$ cat src/design/ascdr_pkg.sv
// Shared constants, register layouts and types of the converter control block
package ascdr_pkg;

	// ==========================================================
	// Register selection codes of the command byte
	localparam logic [2:0] REG_COMM = 3'h0;
	localparam logic [2:0] REG_SETUP = 3'h1;
	localparam logic [2:0] REG_CLOCK = 3'h2;
	localparam logic [2:0] REG_DATA = 3'h3;
	localparam logic [2:0] REG_TEST = 3'h4;
	localparam logic [2:0] REG_NOP = 3'h5;
	localparam logic [2:0] REG_OFFSET = 3'h6;
	localparam logic [2:0] REG_GAIN = 3'h7;

	// ==========================================================
	// Field layouts, most significant bit first
	typedef struct packed {
		logic start_n;
		logic [2:0] register_select;
		logic read_select;
		logic power_down;
		logic [1:0] channel_select;
	} ascdr_cmd_s;

	typedef struct packed {
		logic [1:0] mode_select_bits;
		logic [2:0] gain_code;
		logic polarity_select;
		logic input_buffer_enable;
		logic filter_sync_hold;
	} ascdr_setup_s;

	typedef struct packed {
		logic id_bit;
		logic [1:0] fixed_zero;
		logic clock_output_disable;
		logic input_clock_halve;
		logic rate_family_select;
		logic [1:0] filter_rate_select;
	} ascdr_clock_s;

	// ==========================================================
	// Reset values
	localparam logic [7:0] CMD_RESET = 8'h00;
	localparam logic [7:0] SETUP_RESET = 8'h01;
	localparam logic [7:0] CLOCK_RESET = 8'h05;
	localparam logic [7:0] TEST_RESET = 8'h00;
	localparam logic [23:0] OFFSET_RESET = 24'h1f_4000;
	localparam logic [23:0] GAIN_RESET = 24'h57_61ab;

	// ==========================================================
	// Modes, result format and transfer lengths
	localparam logic [1:0] MODE_NORMAL = 2'h0;
	localparam logic [1:0] MODE_SELF = 2'h1;
	localparam logic [1:0] MODE_SYS_ZERO = 2'h2;
	localparam logic [1:0] MODE_SYS_FULL = 2'h3;
	localparam logic [15:0] UNIPOLAR_ZERO = 16'h0000;
	localparam logic [15:0] BIPOLAR_ZERO = 16'h1000;
	localparam logic [4:0] LEN_BYTE = 5'h08;
	localparam logic [4:0] LEN_DATA = 5'h10;
	localparam logic [4:0] LEN_COEF = 5'h18;

	// ==========================================================
	// Timing: master clocks per modulator step and decimation by {rate family, filter rate}
	localparam int MOD_CYCLES_PER_WORD = 128;
	localparam logic [15:0] DEC_RATE [0:7] = '{16'h0187, 16'h0139, 16'h004e, 16'h0027,
		16'h0180, 16'h0140, 16'h004d, 16'h0026};

	typedef enum logic [1:0] {SER_CMD, SER_WRITE, SER_READ} ascdr_ser_e;
	typedef enum logic [1:0] {CAL_RUN, CAL_ZERO, CAL_FULL} ascdr_cal_e;

	// Amplifier gain is two to the power of the code
	function automatic logic [7:0] gain_decode(input logic [2:0] code);
		return 8'h01 << code;
	endfunction

	// Channel code to coefficient pair
	function automatic logic [1:0] pair_of(input logic [1:0] ch);
		return (ch == 2'h3) ? 2'h2 : {1'b0, ch[0] & ~ch[1]};
	endfunction

	// Bits transferred after the command byte
	function automatic logic [4:0] reg_len(input logic [2:0] rs);
		return (rs == REG_DATA) ? LEN_DATA : ((rs == REG_OFFSET || rs == REG_GAIN) ? LEN_COEF : LEN_BYTE);
	endfunction

	// Offset-corrected result word in unipolar or bipolar format
	function automatic logic [15:0] format_result(input logic [15:0] raw, input logic [23:0] off,
		input logic unipolar);
		logic [16:0] diff;
		diff = {1'b0, raw} - {1'b0, off[23:8]};
		if (unipolar)
			return diff[16] ? UNIPOLAR_ZERO : diff[15:0];
		return diff[15:0] + BIPOLAR_ZERO;
	endfunction

endpackage

$ cat src/design/ascdr_conv_timer.sv
// Conversion period timer counting master clock ticks
`timescale 1ns/1ps
module ascdr_conv_timer
(
	// Clock and reset
	input wire logic ref_clk_in,
	input wire logic rst_n_in,
	// Control
	input wire logic tick_in,
	input wire logic restart_in,
	input wire logic hold_in,
	input wire logic [23:0] period_in,
	// Result
	output logic done_out
);

	// ==========================================================
	// Counter
	logic [23:0] count_q, count_d;
	logic done_q, done_d;

	always_comb
	begin
		count_d = count_q;
		done_d = 1'b0;
		if (hold_in || restart_in)
			count_d = 24'h00_0000;
		else if (tick_in)
		begin
			if (count_q >= period_in - 24'h00_0001)
			begin
				count_d = 24'h00_0000;
				done_d = 1'b1;
			end
			else
				count_d = count_q + 24'h00_0001;
		end
	end

	always_ff @(posedge ref_clk_in)
	begin
		if (!rst_n_in)
		begin
			count_q <= 24'h00_0000;
			done_q <= 1'b0;
		end
		else
		begin
			count_q <= count_d;
			done_q <= done_d;
		end
	end

	assign done_out = done_q;

endmodule

$ cat src/design/ascdr_top.sv
// Setup, clock, data and test registers with calibration sequencing and serial port
`timescale 1ns/1ps
// Operation
// - Setup byte: mode, gain code, polarity, buffer, sync hold; only sync hold resets high.
// - Mode 00 converts the channel chosen by the last command byte.
// - Mode 01: internal zero step, then reference full step; both coefficients written.
// - Finishing any calibration returns the mode bits to 00 by hardware.
// - Calibration request raises ready flag; it falls after completion with fresh data.
// - Mode 10: zero-scale on the external input, offset coefficient only.
// - Mode 11: full-scale on the present input, gain coefficient only.
// - Calibration uses the channel bits of the last command byte.
// - Amplifier gain is two to the power of the gain code.
// - Two fixed-zero clock bits read zero and ignore writes.
// - Output clock disable holds the clock pin low, else the clock runs out.
// - Clock halve divides the master clock by two.
// - Filter rate field, reset 01, sets decimation and word rate.
// - Data register writes consume sixteen bits and are discarded.
// - Read data changes on falling serial clock edges.
// - Unipolar zero reads 0x0000, bipolar zero reads 0x1000.
// - Sync hold high stops conversion and holds the filter timer in reset; a calibration in progress waits.
// - Every access except a write to the command or no-op register is a command byte then one transfer, then back to command.
// - Reset leaves setup at 0x01 and clock at 0x05, chosen by register select.
// - Clock byte: identifier, two zeros, disable, halve, rate family, filter rate.
module ascdr_top
	import ascdr_pkg::*;
#(
	parameter int CONV_SCALE = MOD_CYCLES_PER_WORD
)
(
	// Clock and reset
	input wire logic ref_clk_in,
	input wire logic rst_n_in,
	// Serial port
	input wire logic serial_clk_in,
	input wire logic serial_data_in,
	input wire logic chip_select_n_in,
	output logic serial_data_out,
	output logic data_ready_n_out,
	// Clock pin
	output logic clock_output_pin_out,
	// Analog front end
	input wire logic [15:0] analog_code_in,
	output logic [1:0] channel_select_out,
	output logic [7:0] pga_gain_out,
	output logic input_buffer_enable_out,
	output logic input_short_out,
	output logic full_scale_ref_out,
	output logic modulator_hold_out,
	output logic power_down_out
);

	// ==========================================================
	// Declarations
	logic sclk_s1_q, sclk_s2_q, sclk_s3_q, din_s1_q, din_s2_q, cs_s1_q, cs_s2_q;
	ascdr_ser_e ser_q, ser_d;
	logic [4:0] bit_q, bit_d, len_q, len_d;
	logic [23:0] shin_q, shin_d, shout_q, shout_d, wr_word, rd_word;
	logic dout_q, dout_d;
	ascdr_cmd_s cmd_q, cmd_d, new_cmd;
	logic sclk_rise, sclk_fall, cs_act, wr_stb, data_read_done;
	ascdr_setup_s setup_q, setup_d;
	ascdr_clock_s clock_q, clock_d, clk_wr;
	logic [7:0] test_q, test_d, pga_q, pga_d;
	logic half_q, half_d, clock_output_pin_q, clock_output_pin_d, tick;
	ascdr_cal_e cal_q, cal_d;
	logic cal_self_q, cal_self_d, data_ready_n_q, data_ready_n_d, short_q, short_d, fsref_q, fsref_d;
	logic [1:0] cal_ch_q, cal_ch_d, pair;
	logic [15:0] result_q, result_d;
	logic [23:0] offset_q [0:2];
	logic [23:0] offset_d [0:2];
	logic [23:0] gain_q [0:2];
	logic [23:0] gain_d [0:2];
	logic [23:0] period;
	logic conv_done, cal_request, cal_finish;

	// ==========================================================
	// Serial port
	assign sclk_rise = sclk_s2_q & ~sclk_s3_q;
	assign sclk_fall = ~sclk_s2_q & sclk_s3_q;
	assign cs_act = ~cs_s2_q;
	assign wr_word = {shin_q[22:0], din_s2_q};
	assign new_cmd = ascdr_cmd_s'(wr_word[7:0]);

	// Word loaded for a read, left aligned
	always_comb
	begin
		rd_word = 24'h00_0000;
		case (new_cmd.register_select)
			REG_COMM: rd_word = {data_ready_n_q, new_cmd[6:0], 16'h0000};
			REG_SETUP: rd_word = {setup_q, 16'h0000};
			REG_CLOCK: rd_word = {clock_q, 16'h0000};
			REG_DATA: rd_word = {result_q, 8'h00};
			REG_TEST: rd_word = {test_q, 16'h0000};
			REG_OFFSET: rd_word = offset_q[pair_of(new_cmd.channel_select)];
			REG_GAIN: rd_word = gain_q[pair_of(new_cmd.channel_select)];
			default: rd_word = 24'h00_0000;
		endcase
	end

	always_comb
	begin
		ser_d = ser_q;
		bit_d = bit_q;
		len_d = len_q;
		shin_d = shin_q;
		shout_d = shout_q;
		dout_d = dout_q;
		cmd_d = cmd_q;
		wr_stb = 1'b0;
		data_read_done = 1'b0;
		if (sclk_rise && cs_act)
		begin
			case (ser_q)
				SER_CMD:
				begin
					// A leading one is skipped until a start zero arrives
					if (bit_q != 5'h00 || din_s2_q == 1'b0)
					begin
						shin_d = wr_word;
						bit_d = bit_q + 5'h01;
						if (bit_q == LEN_BYTE - 5'h01)
						begin
							bit_d = 5'h00;
							cmd_d = new_cmd;
							len_d = reg_len(new_cmd.register_select);
							if (new_cmd.read_select)
							begin
								ser_d = SER_READ;
								shout_d = rd_word;
							end
							else if (new_cmd.register_select != REG_COMM && new_cmd.register_select != REG_NOP)
								ser_d = SER_WRITE;
						end
					end
				end
				SER_WRITE:
				begin
					shin_d = wr_word;
					bit_d = bit_q + 5'h01;
					if (bit_q == len_q - 5'h01)
					begin
						// All bits taken before returning to command wait
						bit_d = 5'h00;
						ser_d = SER_CMD;
						wr_stb = 1'b1;
					end
				end
				SER_READ:
				begin
					bit_d = bit_q + 5'h01;
					if (bit_q == len_q - 5'h01)
					begin
						bit_d = 5'h00;
						ser_d = SER_CMD;
						data_read_done = (cmd_q.register_select == REG_DATA);
					end
				end
				default: ser_d = SER_CMD;
			endcase
		end
		if (sclk_fall && cs_act && ser_q == SER_READ)
		begin
			dout_d = shout_q[23];
			shout_d = {shout_q[22:0], 1'b0};
		end
	end

	always_ff @(posedge ref_clk_in)
	begin
		if (!rst_n_in)
		begin
			sclk_s1_q <= 1'b0;
			sclk_s2_q <= 1'b0;
			sclk_s3_q <= 1'b0;
			din_s1_q <= 1'b0;
			din_s2_q <= 1'b0;
			cs_s1_q <= 1'b1;
			cs_s2_q <= 1'b1;
			ser_q <= SER_CMD;
			bit_q <= 5'h00;
			len_q <= LEN_BYTE;
			shin_q <= 24'h00_0000;
			shout_q <= 24'h00_0000;
			dout_q <= 1'b0;
			cmd_q <= ascdr_cmd_s'(CMD_RESET);
		end
		else
		begin
			sclk_s1_q <= serial_clk_in;
			sclk_s2_q <= sclk_s1_q;
			sclk_s3_q <= sclk_s2_q;
			din_s1_q <= serial_data_in;
			din_s2_q <= din_s1_q;
			cs_s1_q <= chip_select_n_in;
			cs_s2_q <= cs_s1_q;
			ser_q <= ser_d;
			bit_q <= bit_d;
			len_q <= len_d;
			shin_q <= shin_d;
			shout_q <= shout_d;
			dout_q <= dout_d;
			cmd_q <= cmd_d;
		end
	end

	// ==========================================================
	// Setup, clock and test registers
	assign clk_wr = ascdr_clock_s'(wr_word[7:0]);

	always_comb
	begin
		setup_d = setup_q;
		clock_d = clock_q;
		test_d = test_q;
		if (cal_finish)
			setup_d.mode_select_bits = MODE_NORMAL;
		if (wr_stb)
		begin
			case (cmd_q.register_select)
				REG_SETUP: setup_d = ascdr_setup_s'(wr_word[7:0]);
				REG_CLOCK:
				begin
					// Identifier and fixed-zero bits keep their values
					clock_d.clock_output_disable = clk_wr.clock_output_disable;
					clock_d.input_clock_halve = clk_wr.input_clock_halve;
					clock_d.rate_family_select = clk_wr.rate_family_select;
					clock_d.filter_rate_select = clk_wr.filter_rate_select;
				end
				REG_TEST: test_d = wr_word[7:0];
				default: test_d = test_q;
			endcase
		end
		pga_d = gain_decode(setup_d.gain_code);
		half_d = ~half_q;
		clock_output_pin_d = clock_q.clock_output_disable ? 1'b0 : ~clock_output_pin_q;
	end

	always_ff @(posedge ref_clk_in)
	begin
		if (!rst_n_in)
		begin
			setup_q <= ascdr_setup_s'(SETUP_RESET);
			clock_q <= ascdr_clock_s'(CLOCK_RESET);
			test_q <= TEST_RESET;
			pga_q <= 8'h01;
			half_q <= 1'b0;
			clock_output_pin_q <= 1'b0;
		end
		else
		begin
			setup_q <= setup_d;
			clock_q <= clock_d;
			test_q <= test_d;
			pga_q <= pga_d;
			half_q <= half_d;
			clock_output_pin_q <= clock_output_pin_d;
		end
	end

	// ==========================================================
	// Conversion timing and calibration
	assign tick = ~clock_q.input_clock_halve | half_q;
	// Word period from rate family and filter rate
	assign period = 24'(CONV_SCALE * int'(DEC_RATE[{clock_q.rate_family_select, clock_q.filter_rate_select}]));
	assign cal_request = wr_stb && cmd_q.register_select == REG_SETUP && wr_word[7:6] != MODE_NORMAL;
	assign pair = pair_of(cal_ch_q);

	ascdr_conv_timer u_timer (
		.ref_clk_in(ref_clk_in),
		.rst_n_in(rst_n_in),
		.tick_in(tick),
		.restart_in(wr_stb && cmd_q.register_select == REG_SETUP),
		.hold_in(setup_q.filter_sync_hold),
		.period_in(period),
		.done_out(conv_done)
	);

	always_comb
	begin
		cal_d = cal_q;
		cal_self_d = cal_self_q;
		cal_ch_d = cal_ch_q;
		result_d = result_q;
		data_ready_n_d = data_ready_n_q;
		offset_d = offset_q;
		gain_d = gain_q;
		cal_finish = 1'b0;
		if (wr_stb && cmd_q.register_select == REG_OFFSET)
			offset_d[pair_of(cmd_q.channel_select)] = wr_word;
		if (wr_stb && cmd_q.register_select == REG_GAIN)
			gain_d[pair_of(cmd_q.channel_select)] = wr_word;
		if (data_read_done)
			data_ready_n_d = 1'b1;
		if (conv_done)
		begin
			case (cal_q)
				CAL_RUN:
				begin
					result_d = format_result(analog_code_in, offset_q[pair_of(cmd_q.channel_select)],
						setup_q.polarity_select);
					data_ready_n_d = 1'b0;
				end
				CAL_ZERO:
				begin
					offset_d[pair] = {analog_code_in, 8'h00};
					if (cal_self_q)
						cal_d = CAL_FULL;
					else
					begin
						cal_d = CAL_RUN;
						cal_finish = 1'b1;
						result_d = format_result(analog_code_in, {analog_code_in, 8'h00}, setup_q.polarity_select);
						data_ready_n_d = 1'b0;
					end
				end
				CAL_FULL:
				begin
					gain_d[pair] = {analog_code_in, 8'h00};
					cal_d = CAL_RUN;
					cal_finish = 1'b1;
					result_d = format_result(analog_code_in, offset_d[pair], setup_q.polarity_select);
					data_ready_n_d = 1'b0;
				end
				default: cal_d = CAL_RUN;
			endcase
		end
		if (cal_request)
		begin
			cal_d = (wr_word[7:6] == MODE_SYS_FULL) ? CAL_FULL : CAL_ZERO;
			cal_self_d = (wr_word[7:6] == MODE_SELF);
			cal_ch_d = cmd_q.channel_select;
			data_ready_n_d = 1'b1;
		end
		short_d = (cal_d == CAL_ZERO) && cal_self_d;
		fsref_d = (cal_d == CAL_FULL) && cal_self_d;
	end

	always_ff @(posedge ref_clk_in)
	begin
		if (!rst_n_in)
		begin
			cal_q <= CAL_RUN;
			cal_self_q <= 1'b0;
			cal_ch_q <= 2'h0;
			result_q <= 16'h0000;
			data_ready_n_q <= 1'b1;
			short_q <= 1'b0;
			fsref_q <= 1'b0;
			offset_q <= '{OFFSET_RESET, OFFSET_RESET, OFFSET_RESET};
			gain_q <= '{GAIN_RESET, GAIN_RESET, GAIN_RESET};
		end
		else
		begin
			cal_q <= cal_d;
			cal_self_q <= cal_self_d;
			cal_ch_q <= cal_ch_d;
			result_q <= result_d;
			data_ready_n_q <= data_ready_n_d;
			short_q <= short_d;
			fsref_q <= fsref_d;
			offset_q <= offset_d;
			gain_q <= gain_d;
		end
	end

	// ==========================================================
	// Outputs
	assign serial_data_out = dout_q;
	assign data_ready_n_out = data_ready_n_q;
	assign clock_output_pin_out = clock_output_pin_q;
	assign channel_select_out = cmd_q.channel_select;
	assign pga_gain_out = pga_q;
	assign input_buffer_enable_out = setup_q.input_buffer_enable;
	assign input_short_out = short_q;
	assign full_scale_ref_out = fsref_q;
	assign modulator_hold_out = setup_q.filter_sync_hold;
	assign power_down_out = cmd_q.power_down;

	// ==========================================================
	// Assertions
	reset_values_a: assert property (@(posedge ref_clk_in) !rst_n_in |=>
		(setup_q == SETUP_RESET && clock_q == CLOCK_RESET))
		else $error("register reset values wrong");
	zero_bits_a: assert property (@(posedge ref_clk_in) disable iff (!rst_n_in)
		(wr_stb && cmd_q.register_select == REG_CLOCK) |=> clock_q.fixed_zero == 2'h0)
		else $error("fixed zero clock bits changed");
	mode_clear_a: assert property (@(posedge ref_clk_in) disable iff (!rst_n_in)
		(cal_finish && !wr_stb) |=> (setup_q.mode_select_bits == MODE_NORMAL && cal_q == CAL_RUN))
		else $error("mode bits not cleared after calibration");
	cal_busy_a: assert property (@(posedge ref_clk_in) disable iff (!rst_n_in)
		cal_request |=> (data_ready_n_q && data_ready_n_out) until (cal_q == CAL_RUN))
		else $error("ready flag low during calibration");
	self_step_a: assert property (@(posedge ref_clk_in) disable iff (!rst_n_in)
		(conv_done && cal_q == CAL_ZERO && cal_self_q && !cal_request)
		|=> (cal_q == CAL_FULL && full_scale_ref_out && !input_short_out))
		else $error("self calibration skipped full scale step");
	sys_zero_a: assert property (@(posedge ref_clk_in) disable iff (!rst_n_in)
		(conv_done && cal_q == CAL_ZERO && !cal_self_q && !cal_request && !wr_stb)
		|=> (offset_q[pair] == {$past(analog_code_in), 8'h00} && $stable(gain_q[pair]) && !data_ready_n_q))
		else $error("zero scale calibration result wrong");
	pga_decode_a: assert property (@(posedge ref_clk_in) disable iff (!rst_n_in)
		$changed(setup_q.gain_code) |-> pga_gain_out == (8'h01 << setup_q.gain_code))
		else $error("amplifier gain decode wrong");
	clock_off_a: assert property (@(posedge ref_clk_in) disable iff (!rst_n_in)
		clock_q.clock_output_disable |=> !clock_output_pin_out)
		else $error("clock pin not held low");
	clock_halve_a: assert property (@(posedge ref_clk_in) disable iff (!rst_n_in)
		(clock_q.input_clock_halve && $past(clock_q.input_clock_halve)) |-> (tick != $past(tick)))
		else $error("master clock not halved");
	data_discard_a: assert property (@(posedge ref_clk_in) disable iff (!rst_n_in)
		(wr_stb && cmd_q.register_select == REG_DATA && !conv_done) |=> ($stable(result_q) && ser_q == SER_CMD))
		else $error("data register write not discarded");
	dout_edge_a: assert property (@(posedge ref_clk_in) disable iff (!rst_n_in)
		$changed(serial_data_out) |-> $past(sclk_fall))
		else $error("serial output changed off a falling edge");
	bipolar_zero_a: assert property (@(posedge ref_clk_in) disable iff (!rst_n_in)
		(conv_done && cal_q == CAL_RUN && !cal_request && !setup_q.polarity_select
		&& analog_code_in == offset_q[pair_of(cmd_q.channel_select)][23:8]) |=> result_q == BIPOLAR_ZERO)
		else $error("bipolar zero code wrong");
	sync_hold_a: assert property (@(posedge ref_clk_in) disable iff (!rst_n_in)
		(setup_q.filter_sync_hold && $past(setup_q.filter_sync_hold)) |-> !conv_done)
		else $error("conversion finished while held");

endmodule

$ cat config.mk
export PLATFORM = sky130hd
export DESIGN_NAME = ascdr_top
export DESIGN_NICKNAME = d
export VERILOG_FILES = /design/src/design/ascdr_pkg.sv /design/src/design/ascdr_conv_timer.sv /design/src/design/ascdr_top.sv
export SDC_FILE = /design/constraint.sdc
export NUM_CORES = 1
export LEC_CHECK = 0
export ABC_AREA = 1
export BUFFER_PORTS_ARGS = -buffer_cell sky130_fd_sc_hd__buf_2
export CAP_MARGIN = 20
export CORE_MARGIN = 2
export CORE_UTILIZATION = 40
export CTS_CLUSTER_DIAMETER = 40
export DETAILED_ROUTE_END_ITERATION = 10
export SETUP_SLACK_MARGIN = 0.2
export SLEW_MARGIN = 15
export SYNTH_ARGS = -nofsm -noshare
export SYNTH_HDL_FRONTEND = slang
export SYNTH_SLANG_ARGS = --single-unit
$ cat constraint.sdc
create_clock -name ref_clk_in -period 4.45 [get_ports ref_clk_in]
set_input_delay 0.6675 -clock ref_clk_in [delete_from_list [all_inputs] [get_ports ref_clk_in]]
set_output_delay 0.6675 -clock ref_clk_in [all_outputs]
set_load 0.05 [all_outputs]
==> qor.yml <==
outcome: "completed"
core.rowCount: 73
grt_pass1_vias: 15600
h-tree-depth: 2
drc: 0
clock-sinks: 294
wl_met1_um: 26300
cts_tree: "done"
powerDensity_nw_per_um2: 359
fmax_mhz: 250
synth_fa_ha_area_share_pct: 4.70
relSlewSlack_pct: 26.9
clock_skew_ns: 0.0618
crit_required_ns: 4.90
fin_ws_ns: 0.454
finalNetCount: 2458
swShare_pct: 25.8
cts-root-buf: "clkbuf_16"
antenna_found_initial: 2
total_power_mw: 6.71
syn_inst: 2364
seqPwrFrac_pct: 39.5
cp.arrival_ns: 4.45
cpMostUsedCell: "nand2_1"
pre_cts_ws_ns: 0.326
routabilityCongestion: 0.960
async_flop_share_pct: 0
syn_nets: 2445
worstHoldPathType: "in -> reg"
met2WireLength_um: 27700
p_int_mw: 4.98
grt_remaining_overflow: 0
maxCapViolations: 0
die_y_um: 206
dieArea_um2: 42400
ys_top_cells_by_count: "461 x nand2_1, 294 x dfxtp_1, 286 x nor2_1"
placed_cell_area_um2: 16900
grt_first_pass_wirelength_um: 92600
cp-start-kind: "flop"
num_antenna_cells: 0
clock_path_buffers: 3
seq_area_frac_synth_pct: 36.1
synth_edf_count: 0
fin_area_um2: 18700
dp_hpwl_um: 43500
numPortBuffers: 38
area_growth_pct: 14.8
routed_via_density: 5.72
max_stage_delay_ns: 0.37
yosysUniqueCellTypes: 51
p_leak_nw: 8.25
clkPwrFrac_pct: 55.7
synthTopCellsByArea: "dfxtp_1 36%, nand2_1 11%, nor2_1 6.6%, inv_1 6.4%, o21ai_0 5.7%"
drt-total-wl_um: 61100
power_switching_mw: 1.73
ir_drop_mv: 0.292
pin_count: 39
rsz0062_at_grt: "false"
critPathCaptureType: "flop"
vias: 16800
fin_tns_setup_ns: 0
comb_power_share_pct: 4.8
ys_warn_count: 0
drive_above_1_share_pct: 9.57
synth_top_family_by_area: "compound AO/OA/AOI/OAI gates"
critPathBufInv: 3
start_util_pct: 40.7
final_max_slew_viol_count: 0
wl_per_cell_um: 20.8
crit_type: "reg -> reg"
synth-compound-area-share_pct: 23.6
fin_util_pct: 46.8
core_area_um2: 40000
setup_violations: 0
synth_xor_area_share_pct: 1.94
syn_area_um2: 16300
highest_layer: "met5"
hold_ws_ns: 0.241
crit_slowest_cell: "ha_4"
crit_family: "simple AND/OR/NAND/NOR gates"
synth_flop_cell: "dfxtp_1"
hold_buffers: 0
drt-pass1-iter-count: 6
clk_pin_slew_ns: 0.06
yosysMostFrequentCell: "nand2_1"
fin_crit_sh_pct: 89.8
synth_top_area_share_pct: 36.1
period_minus_slack_ns: 4.00
drt-initial-drc-count: 1855
cts_buffers: 48
die_w_um: 206
met3WireLength_um: 4590
insertion_delay_ns: 0.63
grt_max_degree: 80
synth-seq-cells: 294
synthMuxAreaShare_pct: 0.0614
synth_top_area_cell: "dfxtp_1"
final_cells: 2938
hold_viol: 0
dp.cells: 2841
grtUsageTotal_pct: 28.7
antenna_left: 0
postSynthAreaPerCell_um2: 6.89
worst_pin_slew_ns: 1.09
cp_max_fo: 20
synth-simple-area-share_pct: 23.4
==> power groups by stage <==
stage | combinational (mW) | sequential (mW) | clock (mW)
floorplan | 0.202 | 2.70 | 0
global placement | 0.311 | 2.71 | 0
CTS | 0.313 | 2.65 | 3.77
global route | 0.352 | 2.65 | 3.89
detailed placement | 0.311 | 2.71 | 0
finish | 0.323 | 2.65 | 3.74
==> sequential cells by signal, indices dropped and copies added (netlist names), 5 cells and up <==
signal	flops
u_timer.count_q	24
result_q	16
setup_q	6
offset_q	72
gain_q	72
shin_q	23
bit_q	5
shout_q	24
clock_q	5
test_q	8
pga_gain_out	8
==> cells in the final DEF (no fill, tap or decap), drive strengths merged, types with 22 or more instances in the layout <==
cell type	netlist	final
nand2	469	469
dfxtp	294	294
nor2	293	293
inv	284	290
o21ai	215	215
a21oi	175	175
buf	49	83
o22ai	79	79
nand3	70	70
clkbuf	73	59
ha	58	58
o211ai	47	47
nor3	46	46
a211oi	31	31
o221ai	30	30
clkinv	6	22
==> cells by family (layout without fill, tap and decap cells) <==
group	count (synthesis)	count (layout)
AOI/OAI and AO/OA	645	645
xor gates and xnor gates	36	36
adders and majority gates	60	60
buffers and inverters	412	461
DFF	294	294
muxes	1	1
and+or+nand+nor	916	916
==> layout make-up <==
| class | count | area [µm²] |
|---|---|---|
| Multi-Input combinational cell | 1658 | 8850 |
| Clock inverter | 29 | 337 |
| Clock buffer | 57 | 1290 |
| Fill cell | 4137 | 21300 |
| Sequential cell | 294 | 5890 |
| Timing Repair Buffer | 85 | 579 |
| Tap cell | 525 | 657 |
| Inverter | 290 | 1090 |
==> per-layer routing <==
metal / vias up / GRT usage, %
met5: - / 0
met4: 4 / 12.0
met3: 138 / 4.67
met2: 730 / 46.3
met1: 7970 / 38.1
li1: 7974 / -
==> what timing repair did <==
item	in CTS	in global routing
resized for setup	0	22
setup buffers	0	8
endpoints found under the setup margin	0	16
==> worst paths after layout <==
kind         cells after the start                         to  slack [ns]             startpoint
min                              2         cs_s1_q$_SDFF_PN1_        0.24       chip_select_n_in
max reg2reg                     25  result_q[13]$_SDFFE_PN0P_        0.45  bit_q[4]$_SDFFE_PN0P_
max                             25  result_q[13]$_SDFFE_PN0P_        0.45  bit_q[4]$_SDFFE_PN0P_
min reg2reg                      2        din_s2_q$_SDFF_PN0_        0.41    din_s1_q$_SDFF_PN0_
No activity file was read; power rests on OpenSTA's default activity.
